**src/smp_cfg.svh**
```systemverilog
// constants for the memory protection and configuration block
`ifndef SMP_CFG_SVH
`define SMP_CFG_SVH
// ==========================================
// register selectors on the register port
`define SMP_SEL_STATUS      3'h0
`define SMP_SEL_AUX_PROT    3'h1
`define SMP_SEL_CFG1        3'h2
`define SMP_SEL_CFG2        3'h3
`define SMP_SEL_CFG3        3'h4
`define SMP_SEL_CFG4        3'h5
// ==========================================
// field positions
`define SMP_SR_HWPE         7
`define SMP_SR_TOPBOT       5
`define SMP_SR_LVL_HI       4
`define SMP_SR_LVL_LO       2
`define SMP_SR_WEL          1
`define SMP_CR1_MAPLOCK     2
`define SMP_CR1_AUXLOCK     0
`define SMP_CR2_QUAD        6
`define SMP_CR2_DUAL        4
`define SMP_CR2_NV_MASK     8'hAF
`define SMP_CR3_WRAP_EN     4
// ==========================================
// reset values
`define SMP_AUX_PROT_RST    8'h00
`define SMP_REG_RST         8'h00
`define SMP_ARRAY_TOP       22'h3FFFFF
`define SMP_AUX_TOP         9'h1FF
// ==========================================
// fixed register-read latencies
`define SMP_RDREG_LAT_1     4'h8
`define SMP_RDREG_LAT_2     4'h4
`define SMP_RDREG_LAT_4     4'h2
`endif

```
**src/smp_pkg.sv**
```systemverilog
// types for the memory protection and configuration block
package smp_pkg;
	typedef enum logic [1:0] {
		SMP_WLP_NORMAL,
		SMP_WLP_SRAM,
		SMP_WLP_B2B,
		SMP_WLP_RSVD
	} smp_wlp_t;
	typedef enum logic [1:0] {
		SMP_RD_BASIC,
		SMP_RD_ARRAY,
		SMP_RD_AUX,
		SMP_RD_REG
	} smp_rd_kind_t;
	typedef enum logic [1:0] {
		SMP_IF_SINGLE,
		SMP_IF_DUAL,
		SMP_IF_QUAD
	} smp_if_t;
endpackage

```
**src/smp_addr_step.sv**
```systemverilog
// next-address logic for wrap and continuous bursts
`timescale 1ns/1ps
module smp_addr_step #(
	parameter int AW = 22
) (
	input  wire logic [AW-1:0] addr_in,
	input  wire logic          wrap_in,
	input  wire logic [2:0]    wrap_len_in,
	output logic [AW-1:0]      next_out
);
	initial begin
		if (AW < 11) begin
			$error("address width too small for wrap lengths");
		end
	end
	wire [AW-1:0] inc = addr_in + {{(AW-1){1'b0}}, 1'b1};
	// wrap length decode; code 111 falls back to linear
	wire [AW-1:0] wmask = ~({AW{1'b1}} << ({1'b0, wrap_len_in} + 4'h4));
	wire          wrap_ok = wrap_in && (wrap_len_in != 3'h7);
	wire [AW-1:0] wrapped = (addr_in & ~wmask) | (inc & wmask);
	assign next_out = wrap_ok ? wrapped : inc;
endmodule

```
**src/smp_protect_cfg.sv**
```systemverilog
// protection, configuration and write-latch logic of the serial memory
// Behaviour
// - status write takes side and level only when pin-free and unlocked
// - level codes 1..6 protect 1/64 up to 1/2; side picks upper or lower
// - ranges end at array top or start at zero; 0 none, 7 all
// - eight 64-byte aux sections, bit n protects section n
// - aux section bits nonvolatile, default unprotected
// - aux lock protects the whole aux area regardless of section bits
// - array lock freezes protected side and level
// - config1, config2 bits 7,5,3:0 and config3 held nonvolatile
// - quad and dual mode flags read-only, default zero
// - array reads insert latency equal to read_latency_sel
// - basic read 03h always zero latency
// - register reads use 8, 4 or 2 cycles by interface mode
// - three-bit drive strength field, default 000
// - wrap enable affects reads only; writes stay continuous
// - wrap length codes 16 bytes to 1K, 111 reserved
// - wrap reads loop within aligned block until chip select rises
// - continuous access rolls from top to zero until chip select rises
// - policy 00 needs latch per write, cleared at chip select rise
// - policy 01 writes without checking the latch
// - policy 10 latch needed once, kept until write-disable
// - register writes always need the latch and clear it afterward
// - pin low with hw_protect_enable blocks register changes
// - write_enable_latch volatile, set by write-enable, zero at power-up
`timescale 1ns/1ps
`include "smp_cfg.svh"
module smp_protect_cfg #(
	parameter int AW = 22
) (
	input  wire logic          mclk_in,
	input  wire logic          reset_n_in,
	input  wire logic          cs_n_in,
	input  wire logic          write_protect_n_in,
	input  wire logic          write_enable_latch_cmd_in,
	input  wire logic          write_disable_cmd_in,
	input  wire logic          reg_wr_in,
	input  wire logic [2:0]    reg_sel_in,
	input  wire logic [7:0]    reg_wdata_in,
	input  wire logic [2:0]    reg_rsel_in,
	input  wire logic [7:0]    nv_aux_in,
	input  wire logic [7:0]    nv_sr_in,
	input  wire logic [7:0]    nv_cr1_in,
	input  wire logic [7:0]    nv_cr2_in,
	input  wire logic [7:0]    nv_cr3_in,
	input  wire logic [7:0]    nv_cr4_in,
	input  wire logic          nv_load_in,
	input  wire logic          burst_start_in,
	input  wire logic          burst_step_in,
	input  wire logic          burst_is_read_in,
	input  wire logic          burst_is_aux_in,
	input  wire logic [AW-1:0] burst_addr_in,
	input  wire logic          data_wr_in,
	input  wire smp_pkg::smp_rd_kind_t rd_kind_in,
	output logic [7:0]         reg_rdata_out,
	output logic [AW-1:0]      cur_addr_out,
	output logic               data_wr_ok_out,
	output logic               data_wr_drop_out,
	output logic [3:0]         latency_out,
	output logic [2:0]         drive_strength_out,
	output logic               wel_out,
	output logic               hw_protect_out
);
	initial begin
		if (AW != 22) begin
			$error("block protection decode needs a 22-bit array address");
		end
	end
	// ==========================================
	// pin synchronisers
	logic cs_n_s;
	logic wp_n_s;
	smp_sync #(.RST_VAL(1'b1)) u_cs_sync (
		.mclk_in    (mclk_in),
		.reset_n_in (reset_n_in),
		.async_in   (cs_n_in),
		.level_out  (cs_n_s)
	);
	smp_sync #(.RST_VAL(1'b1)) u_wp_sync (
		.mclk_in    (mclk_in),
		.reset_n_in (reset_n_in),
		.async_in   (write_protect_n_in),
		.level_out  (wp_n_s)
	);
	logic cs_prev_ff;
	wire  cs_rise = cs_n_s && !cs_prev_ff;
	// ==========================================
	// register state
	logic [7:0] sr_ff;
	logic [7:0] aux_ff;
	logic [7:0] cr1_ff;
	logic [7:0] cr2_ff;
	logic [7:0] cr3_ff;
	logic [7:0] cr4_ff;
	logic       wel_ff;
	logic       reg_wr_seen_ff;
	logic       arr_wr_seen_ff;
	logic [AW-1:0] addr_ff;
	logic       rd_ff;
	logic       aux_burst_ff;
	// ==========================================
	// protection decode
	wire        hw_prot = !wp_n_s && sr_ff[`SMP_SR_HWPE];
	wire        topbot_sel = sr_ff[`SMP_SR_TOPBOT];
	wire [2:0]  prot_lvl = sr_ff[`SMP_SR_LVL_HI:`SMP_SR_LVL_LO];
	wire        map_lock = cr1_ff[`SMP_CR1_MAPLOCK];
	wire        aux_lock = cr1_ff[`SMP_CR1_AUXLOCK];
	smp_pkg::smp_wlp_t wlp;
	assign wlp = smp_pkg::smp_wlp_t'(cr4_ff[1:0]);
	function automatic logic arr_prot(input logic [AW-1:0] a,
		input logic lower, input logic [2:0] lvl);
		logic [5:0] hi;
		logic [5:0] lim;
		hi  = a[AW-1:AW-6];
		lim = 6'h00;
		arr_prot = 1'b0;
		if (lvl == 3'h7) begin
			arr_prot = 1'b1;
		end else if (lvl != 3'h0) begin
			lim = 6'(6'h01 << (lvl - 3'h1));
			if (lower) begin
				arr_prot = hi < lim;
			end else begin
				arr_prot = hi >= 6'(7'h40 - {1'b0, lim});
			end
		end
	endfunction
	function automatic logic aux_prot(input logic [8:0] a,
		input logic [7:0] map, input logic lk);
		aux_prot = lk || map[a[8:6]];
	endfunction
	// ==========================================
	// write latch gating
	wire latch_ok = (wlp == smp_pkg::SMP_WLP_SRAM) ? 1'b1 :
		(wlp == smp_pkg::SMP_WLP_RSVD) ? 1'b0 : wel_ff;
	wire b2b_pass = (wlp == smp_pkg::SMP_WLP_B2B) && arr_wr_seen_ff;
	wire data_latch_ok = latch_ok || b2b_pass;
	wire cur_prot = aux_burst_ff ? aux_prot(addr_ff[8:0], aux_ff, aux_lock)
		: arr_prot(addr_ff, topbot_sel, prot_lvl);
	wire in_write = data_wr_in && !rd_ff && !cs_n_s;
	assign data_wr_ok_out = in_write && data_latch_ok && !cur_prot;
	assign data_wr_drop_out = in_write && !(data_latch_ok && !cur_prot);
	// ==========================================
	// register write gating
	// latch required
	wire reg_ok = reg_wr_in && wel_ff && !hw_prot;
	wire tbbp_ok = reg_ok && !map_lock;
	wire [7:0] sr_w = reg_wdata_in;
	wire [7:0] nxt_sr = {sr_w[7:6],
		tbbp_ok ? sr_w[5:2] : sr_ff[5:2], 2'b00};
	wire [7:0] nxt_cr2 = (reg_wdata_in & `SMP_CR2_NV_MASK)
		| (cr2_ff & ~`SMP_CR2_NV_MASK);
	// ==========================================
	// burst address
	logic [AW-1:0] step_addr;
	smp_addr_step #(.AW(AW)) u_step (
		.addr_in     (addr_ff),
		.wrap_in     (rd_ff && cr3_ff[`SMP_CR3_WRAP_EN]),
		.wrap_len_in (cr3_ff[2:0]),
		.next_out    (step_addr)
	);
	wire [AW-1:0] aux_step = {{(AW-9){1'b0}}, 9'(addr_ff[8:0] + 9'h001)};
	// ==========================================
	// latency select
	// fixed register latency
	wire [3:0] reg_lat = cr2_ff[`SMP_CR2_QUAD] ? `SMP_RDREG_LAT_4 :
		cr2_ff[`SMP_CR2_DUAL] ? `SMP_RDREG_LAT_2 : `SMP_RDREG_LAT_1;
	assign latency_out = (rd_kind_in == smp_pkg::SMP_RD_BASIC) ? 4'h0 :
		(rd_kind_in == smp_pkg::SMP_RD_REG) ? reg_lat : cr2_ff[3:0];
	// ==========================================
	// state
	always_ff @(posedge mclk_in or negedge reset_n_in) begin
		if (!reset_n_in) begin
			cs_prev_ff <= 1'b1;
			aux_ff <= `SMP_AUX_PROT_RST;
			sr_ff  <= `SMP_REG_RST;
			cr1_ff <= `SMP_REG_RST;
			cr2_ff <= `SMP_REG_RST;
			cr3_ff <= `SMP_REG_RST;
			cr4_ff <= `SMP_REG_RST;
		end else begin
			cs_prev_ff <= cs_n_s;
			if (nv_load_in) begin
				aux_ff <= nv_aux_in;
				sr_ff  <= {nv_sr_in[7:2], 2'b00};
				cr1_ff <= nv_cr1_in;
				cr2_ff <= nv_cr2_in & `SMP_CR2_NV_MASK;
				cr3_ff <= nv_cr3_in;
				cr4_ff <= nv_cr4_in;
			end else if (reg_ok) begin
				if (reg_sel_in == `SMP_SEL_STATUS) begin
					sr_ff <= nxt_sr;
				end else if (reg_sel_in == `SMP_SEL_AUX_PROT) begin
					aux_ff <= reg_wdata_in;
				end else if (reg_sel_in == `SMP_SEL_CFG1) begin
					cr1_ff <= reg_wdata_in;
				end else if (reg_sel_in == `SMP_SEL_CFG2) begin
					cr2_ff <= nxt_cr2;
				end else if (reg_sel_in == `SMP_SEL_CFG3) begin
					cr3_ff <= reg_wdata_in;
				end else if (reg_sel_in == `SMP_SEL_CFG4) begin
					cr4_ff <= reg_wdata_in;
				end
			end
		end
	end
	// latch and frame tracking; set wins over a same-cycle clear
	always_ff @(posedge mclk_in or negedge reset_n_in) begin
		if (!reset_n_in) begin
			wel_ff         <= 1'b0;
			reg_wr_seen_ff <= 1'b0;
			arr_wr_seen_ff <= 1'b0;
		end else begin
			if (write_enable_latch_cmd_in) begin
				wel_ff <= 1'b1;
			end else if (write_disable_cmd_in) begin
				wel_ff <= 1'b0;
			end else if (cs_rise && (reg_wr_seen_ff ||
				(arr_wr_seen_ff && wlp == smp_pkg::SMP_WLP_NORMAL))) begin
				wel_ff <= 1'b0;
			end
			// refused register writes still end the latch
			if (reg_wr_in) begin
				reg_wr_seen_ff <= 1'b1;
			end else if (cs_rise) begin
				reg_wr_seen_ff <= 1'b0;
			end
			if (data_wr_ok_out) begin
				arr_wr_seen_ff <= 1'b1;
			end else if (write_disable_cmd_in) begin
				arr_wr_seen_ff <= 1'b0;
			end else if (cs_rise && wlp != smp_pkg::SMP_WLP_B2B) begin
				arr_wr_seen_ff <= 1'b0;
			end
		end
	end
	always_ff @(posedge mclk_in or negedge reset_n_in) begin
		if (!reset_n_in) begin
			addr_ff      <= '0;
			rd_ff        <= 1'b0;
			aux_burst_ff <= 1'b0;
		end else if (burst_start_in) begin
			addr_ff      <= burst_addr_in;
			rd_ff        <= burst_is_read_in;
			aux_burst_ff <= burst_is_aux_in;
		end else if (burst_step_in && !cs_n_s) begin
			addr_ff <= aux_burst_ff ? aux_step : step_addr;
		end
	end
	// ==========================================
	// readback
	wire [7:0] sr_view = {sr_ff[7:2], wel_ff, 1'b0};
	wire [7:0] rd_mux = (reg_rsel_in == `SMP_SEL_STATUS) ? sr_view :
		(reg_rsel_in == `SMP_SEL_AUX_PROT) ? aux_ff :
		(reg_rsel_in == `SMP_SEL_CFG1) ? cr1_ff :
		(reg_rsel_in == `SMP_SEL_CFG2) ? cr2_ff :
		(reg_rsel_in == `SMP_SEL_CFG3) ? cr3_ff :
		(reg_rsel_in == `SMP_SEL_CFG4) ? cr4_ff : 8'h00;
	logic [7:0] rdata_ff;
	always_ff @(posedge mclk_in or negedge reset_n_in) begin
		if (!reset_n_in) begin
			rdata_ff <= 8'h00;
		end else begin
			rdata_ff <= rd_mux;
		end
	end
	assign reg_rdata_out      = rdata_ff;
	assign cur_addr_out       = addr_ff;
	assign drive_strength_out = cr3_ff[7:5];
	assign wel_out            = wel_ff;
	assign hw_protect_out     = hw_prot;
endmodule

```
**src/smp_sync.sv**
```systemverilog
// three-flop input synchroniser with agreement filter
`timescale 1ns/1ps
module smp_sync #(
	parameter logic RST_VAL = 1'b0
) (
	input  wire logic mclk_in,
	input  wire logic reset_n_in,
	input  wire logic async_in,
	output logic      level_out
);
	logic s1_ff;
	logic s2_ff;
	logic s3_ff;
	logic lvl_ff;
	wire  agree = (s2_ff == s3_ff);
	always_ff @(posedge mclk_in or negedge reset_n_in) begin
		if (!reset_n_in) begin
			s1_ff  <= RST_VAL;
			s2_ff  <= RST_VAL;
			s3_ff  <= RST_VAL;
			lvl_ff <= RST_VAL;
		end else begin
			s1_ff <= async_in;
			s2_ff <= s1_ff;
			s3_ff <= s2_ff;
			if (agree) begin
				lvl_ff <= s3_ff;
			end
		end
	end
	assign level_out = lvl_ff;
endmodule

```
**config.mk**
```make
export PLATFORM = sky130hd
export DESIGN_NAME = smp_protect_cfg
export DESIGN_NICKNAME = d
export VERILOG_FILES = /design/src/smp_pkg.sv /design/src/smp_addr_step.sv /design/src/smp_protect_cfg.sv /design/src/smp_sync.sv
export VERILOG_INCLUDE_DIRS = /design/src
export SDC_FILE = /design/constraint.sdc
export NUM_CORES = 1
export LEC_CHECK = 0
export BUFFER_PORTS_ARGS = -buffer_cell sky130_fd_sc_hd__clkbuf_2
export CORE_UTILIZATION = 58
export CTS_CLUSTER_DIAMETER = 40
export DETAILED_ROUTE_END_ITERATION = 8
export GPL_TIMING_DRIVEN = 1
export PLACE_DENSITY = 0.87
export SKIP_CTS_REPAIR_TIMING = 1
export SLEW_MARGIN = 30
export SYNTH_ARGS = -nofsm -noshare
export SYNTH_HDL_FRONTEND = slang
export SYNTH_SLANG_ARGS = --single-unit
export TNS_END_PERCENT = 50
```
**constraint.sdc**
```tcl
create_clock -name mclk_in -period 9.8 [get_ports mclk_in]
set_input_delay 1.96 -clock mclk_in [delete_from_list [all_inputs] [get_ports mclk_in]]
set_output_delay 1.96 -clock mclk_in [all_outputs]
set_load 0.01 [all_outputs]
```
==> summary.md <==
| Metric | Value |
|---|---|
| Outcome | complete, no violations |
| Relative max-transition margin | between 40% and 50% |
| Filler-free cell count of the finished design | 782 |
| Number of placed I/O pins | 140 |
| Area inside the core boundary | between 8000 and 9000 um2 |
| DR DRC count | 0 |
| Number of clock buffers inserted by TritonCTS | 9 |
| Critical path peak fanout | 12 |
| Maximum operating frequency | roughly 180 MHz |
| Count of maximum capacitance violations | 0 |
| Clock insertion delay at the later pin of the skew report | 370 ps |
| Maximum VDD drop | between 0.09 and 0.1 mV |
| Startpoint Class | register |
| Post-layout net count | 782 |
| Die height | 97.3 um |
| Final-layout setup total negative slack | 0 ps |
| Initial detailed-routing violation count | 343 |
| Clock period minus worst slack | 5430 ps |
| Synth Cell Area | 5260 um2 |
| Overall routed net length | between 10 and 15 mm |
| Min-delay worst type | register to register |
| Minimum setup slack in the final design | 4370 ps |
| Required time of the worst setup path | approximately 7800 ps |
| Post-detailed-placement cell area | ~6000 um2 |
| Instance count after placement with tap cells included | between 700 and 800 |
| Cells after synthesis | 553 |
| Final count of negative-setup-slack endpoints | 0 |
| Final design utilization | between 70% and 80% |
| Signed area change from the synthesized netlist to the final layout | 16.8% |
| Maximum number of pins on one net before global-route repair | 86 |
| Synth top area share | a little under two fifths |
| Via count of the first global-routing pass | between 4000 and 5000 |
| Port Buffer Count | 135 |
| Slew @ Worst Pin | approximately 900 ps |
| CTS tree | done |
| CTS sink count | between 80 and 90 |
| Die outline area | between 9000 and 10000 um2 |
| Floorplan die width | between 90 and 100 um |
| Antenna violations before repair | 0 |
| Most common library cell in the layout ignoring fill and taps | clkbuf_2 |
| Max-slew violation count | 0 |
| Placed wire-length estimate | approximately 9.8 mm |
| Clk buf depth | 2 |
| Worst Hold Slack | ~360 ps |
| Number of nets with antenna violations after routing | 0 |
| Cell type with the highest aggregate area in the netlist | dfrtp_1 |
| Post-Layout Inst Area | roughly 6100 um2 |
| Post-layout total power | between 0.9 and 1 mW |
| Number of vias in the routed layout | between 4000 and 5000 |
| Commonest cells after routing, fill and taps aside | clkbuf_2, nand2_1, dfrtp_1 |
| Prevailing post-synth register cell | dfrtp_1 |
| Register bit total from synthesis | 88 |
| Count of synthesis-stage warnings from yosys | 0 |
| Drt pass-1 iters | 6 |
| Global placement routability congestion | around 0.9 |
| Static leakage power | just under 3 nW |
| Clock transition at the registers of the reported paths | roughly 100 ps |
| P per Cell Area | ~150 nW/um2 |
| Initial cell density of the core | 60.1% |
| Site row count | 34 |
| Root buffer cell | clkbuf_8 |
| Layout cells sized above 1 | 28.0% |
| Worst clock skew | around 10 ps |
| Number of enable flip-flop cells after synthesis | 0 |
| First-pass GRT wire length | ~22 mm |
| Top area cells in the synthesized netlist | dfrtp_1, mux2i_1, nand2_1, o21ai_0, dfstp_2 |
| Mapped Avg Cell Area | approximately 9.5 um2 |
| Count of distinct cell types in the synthesized netlist | 69 |
| Portion of the clock cycle consumed by the worst path in the final layout | around 55% |
| Maximum level of the CTS H-tree | 3 |
| Count of final hold-check violations | 0 |
| Sum of overflow across all layers after global routing | 0 |
| Total GRT Usage | between 20% and 30% |
| Antenna Diode Count | 0 |
| Sort of element at the end of the critical path | output pin |
| Portion of the post-synthesis area used by sequential elements | between 40 and 50% |
| Async set-or-reset flop fraction in the synthesized netlist | between 90% and 100% |
| Worst EP arrival | roughly 3500 ps |
| Type of the worst setup path | register to output pin |
| Net Count, Synth | 666 |
| Via density per instance | around 6.1 |
| Placement Setup Slack | about 4700 ps |
| Setup repair after global routing missed its margin | no |
| Average wire per standard cell | 17.5 um |
cells by family (layout without fill, tap and decap cells):
logic type | after synthesis | in the layout | share of synthesized area [%]
mux | 71 | 71 | 14.9
xor+xnor | 12 | 12 | 2.00
compound gates | 132 | 132 | 15.1
fa+ha+maj | 17 | 17 | 3.90
buf+inv | 49 | 170 | 4.04
flops | 88 | 88 | 42.1
simple gates | 184 | 184 | 18.0
routing by layer:
metal  wire length, um  up-vias  global-route usage (%)
met5                 0        -                       0
met4               505        0                    16.1
met3               929       49                    5.18
met2              6660      235                    47.9
met1              5600     2268                    37.9
li1                  -     2207                       -
state kept, by name, indices dropped and copies added (netlist names), 6 cells and up:
signal	count
cur_addr_out	22
aux_ff	8
reg_rdata_out	8
cr3_ff	8
cr4_ff	8
cr1_ff	8
cr2_ff	6
sr_ff	6
synth_stat cells, types with 3 or more instances:
| master | instances |
|---|---|
| nor2b_1 | 9 |
| nor4_1 | 3 |
| buf_1 | 3 |
| buf_2 | 7 |
| a21o_1 | 3 |
| nor2_1 | 17 |
| ha_1 | 14 |
| mux2i_1 | 59 |
| mux2_2 | 6 |
| clkbuf_1 | 17 |
| dfstp_2 | 9 |
| o21ai_1 | 22 |
| xor2_1 | 6 |
| nor3_1 | 9 |
| and2_1 | 5 |
| nor3b_1 | 3 |
| o21ai_0 | 53 |
| nand2_1 | 85 |
| maj3_1 | 3 |
| a211oi_1 | 3 |
| dfrtp_1 | 79 |
| nand3_1 | 19 |
| or3_1 | 3 |
| a21oi_1 | 21 |
| nand4_1 | 4 |
| xnor2_1 | 6 |
| mux4_2 | 5 |
| a31oi_1 | 5 |
| buf_4 | 3 |
| inv_1 | 17 |
| o22ai_1 | 4 |
| nand2b_1 | 6 |
worst paths after layout:
| kind | end | slack [ps] | from | cells after the start |
|---|---|---|---|---|
| hold / removal | u_cs_sync.s2_ff | 360 | u_cs_sync.s1_ff | 0 |
| hold reg to reg | u_cs_sync.s2_ff | 360 | u_cs_sync.s1_ff | 0 |
| min in group asynchronous | cur_addr_out[0] | 1430 | reset_n_in | 1 |
| setup / recovery | data_wr_drop_out | 4370 | sr_ff[3] | 13 |
| setup reg to reg | arr_wr_seen_ff | 6770 | sr_ff[3] | 12 |
| max in group asynchronous | cr2_ff[5] | 7470 | reset_n_in | 2 |
layout make-up:
class / instances / area, um2
multi-input cells: 416 / 2840
clock buffers: 9 / 124
clock inverters: 7 / 77.6
repair buffers: 137 / 697
well taps: 108 / 135
flip-flops and latches: 88 / 2210
inverters: 17 / 63.8
fillers: 674 / 2620
worst max-delay path, cell delays in order, from the launching register on:
cell and delay (ps):
dfrtp_1 520, nand2b_1 230, nand2b_1 200, ha_1 270, nand2_1 90, o21ai_0 70
nand2_1 70, o21ai_0 90, ha_1 290, nand2_1 70, o41a_1 400, a211oi_1 450
o21a_1 210, clkbuf_2 130
power breakdown:
group	internal [mW]	total (mW)	switching, mW
logic	0.0944	0.209	0.114
clock network	0.121	0.263	0.142
registers	0.401	0.447	0.0462
total	0.616	0.919	0.303
Note: power is estimated with default switching activity, not from simulation.
